[src/serdes_cfg_params.svh]
// Purpose: Constants for the low-speed SERDES configuration register bank
// Assumes: Included by the two design modules
// Notes: Offsets are management register addresses within the vendor device address
`ifndef SERDES_CFG_PARAMS_SVH
`define SERDES_CFG_PARAMS_SVH

`define LS_DEV_ADDR 5'h1E
`define LS_CTRL_ONE_ADDR 16'h0006
`define LS_CTRL_TWO_ADDR 16'h0007
`define LS_CTRL_ONE_RESET 16'h0015
`define LS_CTRL_TWO_RESET 16'hDC04
`define LS_MPY_MSB 3
`define LS_MPY_LSB 0
`define LS_MPY_RESET 4'b0101
`define LS_AMP_MSB 14
`define LS_AMP_LSB 12
`define LS_AMP_RESET 3'b101
`define LS_SIGNAL_LOSS_DETECT_EN_BIT 11
`define LS_TX_EN_BIT 10
`define LS_TRANSMIT_LANE_RATE_MSB 9
`define LS_TRANSMIT_LANE_RATE_LSB 8
`define LS_DE_MSB 7
`define LS_DE_LSB 4
`define LS_RX_EN_BIT 2
`define LS_RECEIVE_LANE_RATE_MSB 1
`define LS_RECEIVE_LANE_RATE_LSB 0
`define LS_RATE_RESERVED 2'b11
`define LS_READ_NONE 16'h0000

`endif

[src/serdes_cfg_pkg.sv]
// Purpose: Types for the low-speed SERDES configuration register bank
// Assumes: serdes_cfg_params.svh holds the numbers
// Notes: Lane mode encodes how many low-speed lanes are in use
package serdes_cfg_pkg;

  typedef enum logic [1:0]
  {
    lane_mode_four = 2'b00,
    lane_mode_two = 2'b01,
    lane_mode_one = 2'b10,
    lane_mode_kx = 2'b11
  } lane_mode_type;

  typedef enum logic [1:0]
  {
    rate_full = 2'b00,
    rate_half = 2'b01,
    rate_quarter = 2'b10,
    rate_reserved = 2'b11
  } lane_rate_type;

  typedef struct packed
  {
    logic [2:0] ls_output_amplitude;
    logic ls_signal_loss_detect_en;
    logic [3:0] ls_transmit_lane_en;
    logic [1:0] ls_transmit_lane_rate;
    logic [3:0] ls_output_deemph;
    logic [3:0] ls_receive_lane_en;
    logic [1:0] ls_receive_lane_rate;
    logic [3:0] ls_pll_multiplier;
    logic [7:0] ls_pll_factor_x2;
    logic ls_pll_code_valid;
  } serdes_ctrl_type;

  typedef struct packed
  {
    logic wr_en;
    logic rd_en;
    logic [4:0] dev_addr;
    logic [15:0] reg_addr;
    logic [15:0] wr_data;
  } mgmt_req_type;

endpackage : serdes_cfg_pkg

[src/lane_enable_gate.sv]
// Purpose: Works out which low-speed lanes of one direction run
// Assumes: Power-down inputs are already synchronised
// Notes: Purely combinational
`timescale 1ns/100ps
`default_nettype none
`include "serdes_cfg_params.svh"

module lane_enable_gate
  import serdes_cfg_pkg::*;
(
  // Controls
  input wire logic lane_en_bit,
  input wire logic powerdown_n,
  input wire logic global_powerdown,
  input wire lane_mode_type lane_mode,
  // Result
  output logic [3:0] lane_on
);

  wire all_off = !powerdown_n || global_powerdown;
  wire upper_off = (lane_mode != lane_mode_four);
  wire lane1_off = (lane_mode == lane_mode_one) || (lane_mode == lane_mode_kx);
  wire base_on = lane_en_bit && !all_off;

  assign lane_on = {base_on && !upper_off, base_on && !upper_off, base_on && !lane1_off, base_on};

endmodule : lane_enable_gate
`default_nettype wire

[src/lowspeed_serdes_config_regs.sv]
// Purpose: Low-speed SERDES control registers one and two with lane enable logic
// Assumes: Management frames already decoded into single-cycle requests
// Notes: Read data answers one cycle after a read request
// Functional notes
// - Multiplier field bits 3:0, reset 0101
// - Multiplier codes decode; reserved codes flagged
// - Register 1E.0007, 16 bits, reset 0xDC04
// - Bits 14:12 amplitude, reset 101
// - Bit 11 loss-of-signal detect enable
// - Bit 10 transmit lane enable
// - Power-down pin or global bit forces off
// - Transmit lanes dropped by lane mode
// - Receive lanes dropped by lane mode
// - Bits 9:8 transmit rate; 11 reserved
// - Bits 7:4 de-emphasis, sixteen steps
// - Bit 2 receive lane enable
// - Bits 1:0 receive rate; 11 reserved
`timescale 1ns/100ps
`default_nettype none
`include "serdes_cfg_params.svh"

module lowspeed_serdes_config_regs
  import serdes_cfg_pkg::*;
(
  // Clock and reset
  input wire logic ref_clk,
  input wire logic sys_rst,
  // Management access
  input wire mgmt_req_type mgmt_req,
  output logic [15:0] rd_data,
  output logic rd_valid,
  // Pins and global controls
  input wire logic channel_powerdown_n,
  input wire logic global_powerdown,
  input wire lane_mode_type lane_mode,
  // SERDES controls
  output serdes_ctrl_type serdes_ctrl,
  output logic rate_code_reserved
);

  // Twice the multiplier factor, so 12.5x stays an integer
  function automatic logic [7:0] mpy_decode(input logic [3:0] code);
    logic [7:0] res;
    res = 8'h00;
    case (code)
      4'h0: res = 8'h08;
      4'h1: res = 8'h0A;
      4'h2: res = 8'h0C;
      4'h4: res = 8'h10;
      4'h5: res = 8'h14;
      4'h6: res = 8'h18;
      4'h7: res = 8'h19;
      4'h8: res = 8'h1E;
      4'h9: res = 8'h28;
      4'hA: res = 8'h32;
      4'hD: res = 8'h64;
      4'hE: res = 8'h82;
      default: res = 8'h00;
    endcase
    return res;
  endfunction : mpy_decode

  // A rate field of 11 has no defined lane rate
  function automatic logic rate_is_reserved(input logic [1:0] rate);
    return rate == `LS_RATE_RESERVED;
  endfunction : rate_is_reserved

  logic [15:0] ctrl_one_ff;
  logic [15:0] ctrl_two_ff;
  logic [15:0] rd_data_ff;
  logic rd_valid_ff;
  logic pd_s1_ff;
  logic pd_s2_ff;
  logic pd_s3_ff;
  logic pd_stable_ff;
  serdes_ctrl_type ctrl_ff;
  logic rate_rsv_ff;

  wire dev_hit = (mgmt_req.dev_addr == `LS_DEV_ADDR);
  wire hit_one = dev_hit && (mgmt_req.reg_addr == `LS_CTRL_ONE_ADDR);
  wire hit_two = dev_hit && (mgmt_req.reg_addr == `LS_CTRL_TWO_ADDR);
  wire wr_one = mgmt_req.wr_en && hit_one;
  wire wr_two = mgmt_req.wr_en && hit_two;
  wire [15:0] nxt_rd_data = hit_one ? ctrl_one_ff : (hit_two ? ctrl_two_ff : `LS_READ_NONE);

  // Pin filter: accept a change once stages two and three agree
  // Filter resets to powered down, so lanes wake only once the pin is seen high
  wire nxt_pd_stable = (pd_s2_ff == pd_s3_ff) ? pd_s3_ff : pd_stable_ff;

  wire [3:0] pll_code = ctrl_one_ff[`LS_MPY_MSB:`LS_MPY_LSB];
  wire [7:0] pll_x2 = mpy_decode(pll_code);
  wire [1:0] tx_rate = ctrl_two_ff[`LS_TRANSMIT_LANE_RATE_MSB:`LS_TRANSMIT_LANE_RATE_LSB];
  wire [1:0] rx_rate = ctrl_two_ff[`LS_RECEIVE_LANE_RATE_MSB:`LS_RECEIVE_LANE_RATE_LSB];
  wire nxt_rate_rsv = rate_is_reserved(tx_rate) || rate_is_reserved(rx_rate);
  logic [3:0] tx_lanes;
  logic [3:0] rx_lanes;

  lane_enable_gate tx_gate
  (
    .lane_en_bit(ctrl_two_ff[`LS_TX_EN_BIT]),
    .powerdown_n(pd_stable_ff),
    .global_powerdown(global_powerdown),
    .lane_mode(lane_mode),
    .lane_on(tx_lanes)
  );

  lane_enable_gate rx_gate
  (
    .lane_en_bit(ctrl_two_ff[`LS_RX_EN_BIT]),
    .powerdown_n(pd_stable_ff),
    .global_powerdown(global_powerdown),
    .lane_mode(lane_mode),
    .lane_on(rx_lanes)
  );

  wire [2:0] amp_field = ctrl_two_ff[`LS_AMP_MSB:`LS_AMP_LSB];
  wire los_bit = ctrl_two_ff[`LS_SIGNAL_LOSS_DETECT_EN_BIT];
  wire [3:0] de_field = ctrl_two_ff[`LS_DE_MSB:`LS_DE_LSB];

  serdes_ctrl_type nxt_ctrl;
  assign nxt_ctrl.ls_output_amplitude = amp_field;
  assign nxt_ctrl.ls_signal_loss_detect_en = los_bit;
  assign nxt_ctrl.ls_transmit_lane_en = tx_lanes;
  assign nxt_ctrl.ls_transmit_lane_rate = tx_rate;
  assign nxt_ctrl.ls_output_deemph = de_field;
  assign nxt_ctrl.ls_receive_lane_en = rx_lanes;
  assign nxt_ctrl.ls_receive_lane_rate = rx_rate;
  assign nxt_ctrl.ls_pll_multiplier = pll_code;
  assign nxt_ctrl.ls_pll_factor_x2 = pll_x2;
  assign nxt_ctrl.ls_pll_code_valid = (pll_x2 != 8'h00);

  always_ff @(posedge ref_clk)
  begin
    if (sys_rst)
    begin
      ctrl_one_ff <= `LS_CTRL_ONE_RESET;
    end
    else if (wr_one)
    begin
      ctrl_one_ff <= mgmt_req.wr_data;
    end
  end

  always_ff @(posedge ref_clk)
  begin
    if (sys_rst)
    begin
      ctrl_two_ff <= `LS_CTRL_TWO_RESET;
    end
    else if (wr_two)
    begin
      ctrl_two_ff <= mgmt_req.wr_data;
    end
  end

  always_ff @(posedge ref_clk)
  begin
    if (sys_rst)
    begin
      rd_valid_ff <= 1'b0;
    end
    else
    begin
      rd_valid_ff <= mgmt_req.rd_en;
    end
  end

  // Read data holds its value until the next read
  always_ff @(posedge ref_clk)
  begin
    if (sys_rst)
    begin
      rd_data_ff <= 16'h0000;
    end
    else if (mgmt_req.rd_en)
    begin
      rd_data_ff <= nxt_rd_data;
    end
  end

  always_ff @(posedge ref_clk)
  begin
    if (sys_rst)
    begin
      pd_s1_ff <= 1'b0;
      pd_s2_ff <= 1'b0;
      pd_s3_ff <= 1'b0;
      pd_stable_ff <= 1'b0;
    end
    else
    begin
      pd_s1_ff <= channel_powerdown_n;
      pd_s2_ff <= pd_s1_ff;
      pd_s3_ff <= pd_s2_ff;
      pd_stable_ff <= nxt_pd_stable;
    end
  end

  always_ff @(posedge ref_clk)
  begin
    if (sys_rst)
    begin
      ctrl_ff <= '0;
    end
    else
    begin
      ctrl_ff <= nxt_ctrl;
    end
  end

  always_ff @(posedge ref_clk)
  begin
    if (sys_rst)
    begin
      rate_rsv_ff <= 1'b0;
    end
    else
    begin
      rate_rsv_ff <= nxt_rate_rsv;
    end
  end

  assign rd_data = rd_data_ff;
  assign rd_valid = rd_valid_ff;
  assign serdes_ctrl = ctrl_ff;
  assign rate_code_reserved = rate_rsv_ff;

endmodule : lowspeed_serdes_config_regs
`default_nettype wire

[config.mk]
export PLATFORM = sky130hd
export DESIGN_NAME = lowspeed_serdes_config_regs
export DESIGN_NICKNAME = d
export VERILOG_FILES = /design/src/serdes_cfg_pkg.sv /design/src/lane_enable_gate.sv /design/src/lowspeed_serdes_config_regs.sv
export VERILOG_INCLUDE_DIRS = /design/src
export SDC_FILE = /design/constraint.sdc
export NUM_CORES = 1
export LEC_CHECK = 0
export ABC_AREA = 1
export BUFFER_PORTS_ARGS = -buffer_cell sky130_fd_sc_hd__buf_4
export CORE_MARGIN = 2
export CORE_UTILIZATION = 47
export CTS_BUF_LIST = sky130_fd_sc_hd__clkbuf_8 sky130_fd_sc_hd__clkbuf_16
export DETAILED_ROUTE_END_ITERATION = 12
export PLACE_DENSITY = 0.79
export SKIP_CTS_REPAIR_TIMING = 1
export SYNTH_ARGS = -nofsm -noshare
export SYNTH_HDL_FRONTEND = slang
export SYNTH_SLANG_ARGS = --single-unit
[constraint.sdc]
create_clock -name ref_clk -period 1.6 [get_ports ref_clk]
set_clock_uncertainty 0.05 [all_clocks]
set_input_delay 0.08 -clock ref_clk [delete_from_list [all_inputs] [get_ports ref_clk]]
set_output_delay 0.08 -clock ref_clk [all_outputs]
set_load 0.01 [all_outputs]
==> results.md <==
Worst hold path:
- The worst min-delay path category is primary input to register.
- In this run the most critical hold path is launched from global_powerdown.

Worst setup path:
- The startpoint identified for the worst register-to-register timing path is pd_stable_ff.
- STA classifies the critical path endpoint as a register.
- The startpoint-to-endpoint class of the critical path is register to register.
- STA classifies the critical path startpoint as a register.
- The critical path startpoint is pd_stable_ff.
- Along the worst path, the maximum fanout reaches 3.
- Data on the critical path arrives at its endpoint at 1.72 ns.
- For the worst setup path, the data required time is 1.84 ns.

STA:
- The transition time at the pin with the least slew margin is between 0.4 and 0.5 ns.
- Setup repair after global routing left no endpoint under its margin.
- The final critical-path share of the clock period is 0.9291.
- For the finished layout, the period the worst path requires is 1.487 ns.
- The accumulated negative setup slack is 0 ns.
- Setup violations remaining at the end of the flow were counted as 0.
- In this run the tightest slew margin relative to its limit is 0.7323.
- The number of max-slew violations in the final report was 0.
- For this run, the top clock speed supported by timing is 672.7 MHz.
- Final hold analysis gives a worst-case slack of -0.006547 ns.
- The hold violation total from the final report is 3.
- The final setup slack of the worst path is 0.1134 ns.

Detailed routing:
- After detailed routing, the average wire length per cell comes to ~13 um.
- In this run the remaining antenna-violating nets after routing total 0.
- The number of vias per cell after detailed routing is 4.754.
- The first detailed-routing pass ran for 4 iterations.
- The post-detailed-routing wire length is roughly 8.5 mm.
- Summing over every cut layer, the via total after detailed routing is 3128.
- The violation count after the first detailed-route iteration is between 150 and 200.
- For this run, design rule violations remaining after detail routing come to 0.

Clock network:
- The CTS tree is done.
- The count of H-tree levels built during CTS is 3.
- The clock passes through at most 2 buffers.
- The tree built by TritonCTS fans out to between 90 and 100 sinks.
- The clock edge transition at the registers on the reported setup and hold paths is approximately 0.080 ns.
- The later pin in the worst-skew pair is clocked with a latency of 0.34 ns.
- The number of clock buffers inserted by TritonCTS is 9.
- The cell sitting at the root of the clock tree is a clkbuf_8.

Yosys:
- The adder and majority cell fraction of the synthesized area is 0.01326.
- The cell accounting for the most synthesized area is dfxtp_1.
- The number of different library cells used by synthesis comes to 31.
- Of the total synthesized cell area, the portion taken by AND, OR, NAND and NOR gates is 0.2078.
- By count the netlist is led by dfxtp_1, inv_1, nor2_1.
- Ranked by total cell area, the synthesized netlist is headed by dfxtp_1, inv_1, a21oi_2, o211ai_1, nor2_1.
- In the synthesized netlist, the number of instances is 434.
- The share of the synthesized netlist area taken by xor and xnor gates is 0.
- For this run, the number of Yosys warnings is 0.
- The largest family of logic cells by synthesized area is simple AND/OR/NAND/NOR gates.
- The synthesized-area fraction occupied by ao, oa, aoi and oai cells is 0.1657.
- The leading cell type by number of instances after synthesis is dfxtp_1.
- The number of enable flip-flop cells after synthesis is 0.
- After synthesis the cells add up to 3775 um^2.
- Dividing the synthesized area by the synthesized cell count gives 8.698 um^2.
- The sequential share of the synthesized area is 0.4932.
- Measured against the total synthesized area, the mux share comes to 0.
- The most used flip-flop cell after synthesis is dfxtp_1.
- The number of register bits inferred by synthesis is 93.
- The post-synthesis net count is just under 500.
- Of the post-synthesis cell area, the dominant cell type holds 0.4932.
- The fraction of registers with async set/reset is 0.

Placement:
- The final weighted congestion of routability-driven global placement is 0.9189.
- The placed instances occupy a cell area of 4598 um^2.
- The setup slack at placement is -0.06893 ns.
- The number of buffer cells added on primary ports is between 90 and 100.
- The cell count after placement is 624.
- The HPWL reported at the end of detailed placement is around 6.0 mm.

Pwr:
- The completed layout was analyzed and its total power is 4.009 mW.
- Across the VDD grid, the largest voltage drop is 0.3177 mV.
- Power spread over the standard cell area amounts to between 800 and 900 nW/um^2.
- The leakage power is 2.489 nW.

Floorplanning:
- The initial utilization of the core area, before any placement, comes to 0.4860.
- The I/O pin count is 96.
- The height of the chip is about 94 um.
- The die is approximately 94 um wide.
- In this run the core area contains 32 standard-cell rows.
- The area of the core is 7767 um^2.
- The die covers between 8000 and 9000 um^2.

Cells and area:
- Relative to the synthesized area, the layout overhead comes to 30.99%.
- For this run, the number of standard cells in the final layout without fillers is 658.
- The number of diodes added for antenna fixing is 0.
- For this run, the share of the core covered by cells in the final layout is 0.6366.
- After the last flow step, the layout net total stands at 601.
- In the final layout, the share of cells above drive strength 1 is 0.3273.
- The final instance area is 4945 um^2.

Global route:
- The via count of the first global-routing pass is 2978.
- The number of antenna violations at the first check in global routing is 0.
- Entering global routing, the biggest net connects 39 pins.
- The global router's overall resource usage is 0.1930.
- The overall overflow remaining after global route is 0.
- The global-route wire length before repair is 13.39 mm.

Job:
- The max capacitance violation total is 0.

Run status:
- The run finished, with violations left.
- The checks that failed: negative hold slack.
## report_power, final
group          switching, mW  leakage [nW]  total [mW]  internal, mW
logic                  0.178          1.64       0.362         0.184
registers             0.0155         0.756        2.36          2.35
clock network          0.742        0.0898        1.28         0.542
total                  0.936          2.49        4.01          3.07
## cells by family after synthesis
kind of cell / after synthesis
AO/OA/AOI/OAI: 98
adder cells (fa/ha/maj): 4
buffers and inverters: 105
flip-flops: 93
AND/OR/NAND/NOR: 134
## layer usage
| metal | part of all wire | GRT usage |
|---|---|---|
| met1 | 0.43 | 0.2396 |
| met4 | 0.013 | 0.08092 |
| met3 | 0.054 | 0.03223 |
| met2 | 0.50 | 0.3315 |
| met5 | 0 | 0 |
## area by class of cell
class | count | area (um^2)
Tap cell | 102 | 127.6
Fill cell | 681 | 2823
Clock inverter | 6 | 32.53
Clock buffer | 9 | 123.9
Timing Repair Buffer | 128 | 1021
Inverter | 84 | 317.8
Sequential cell | 93 | 1862
Multi-Input combinational cell | 236 | 1460
## worst max-delay path: stages, from the launching register on
cell and delay (ns):
dfxtp_1 0.34, inv_1 0.05, nor2_1 0.13, nand2_1 0.12, nor4_1 0.17, dlygate4sd3_1 0.57
## final timing paths
path,endpoint,slack [ns],cells after the start
max,serdes_ctrl[27],0.11,5
min,serdes_ctrl[15],-0.007,4
max reg2reg,serdes_ctrl[27],0.11,5
min reg2reg,pd_s2_ff,0.36,2
## flip-flops by register name (all words and copies together) (netlist names)
register            count
rd_data                16
ctrl_two_ff            16
pd_s3_ff                1
pd_stable_ff            1
serdes_ctrl            31
pll_x2                  8
ctrl_one_ff            16
rate_code_reserved      1
pd_s2_ff                1
pd_s1_ff                1
rd_valid                1
## placed cells by master (no fill, tap or decap)
master and instances:
buf_4 108, dfxtp_1 93, inv_1 81, nor2_1 42, nand2_1 34, o211ai_1 22, o21ai_1 19, a21oi_2 19
dlygate4sd3_1 19, a21oi_1 18, o21ai_0 17, nand3_1 10, nor2_2 9, clkbuf_8 9, nand2_2 7, nand3_2 7
nor2_8 5, nand4_1 5, nor2_4 4, nor4_1 4, ha_1 4, clkinv_2 4, inv_2 3, nor3_1 3
nand3_4 2, a211oi_1 2, nor3_4 1, inv_4 1, nand2_4 1, a22o_1 1, clkinv_4 1, buf_12 1
(Power assumes the default switching activity.)
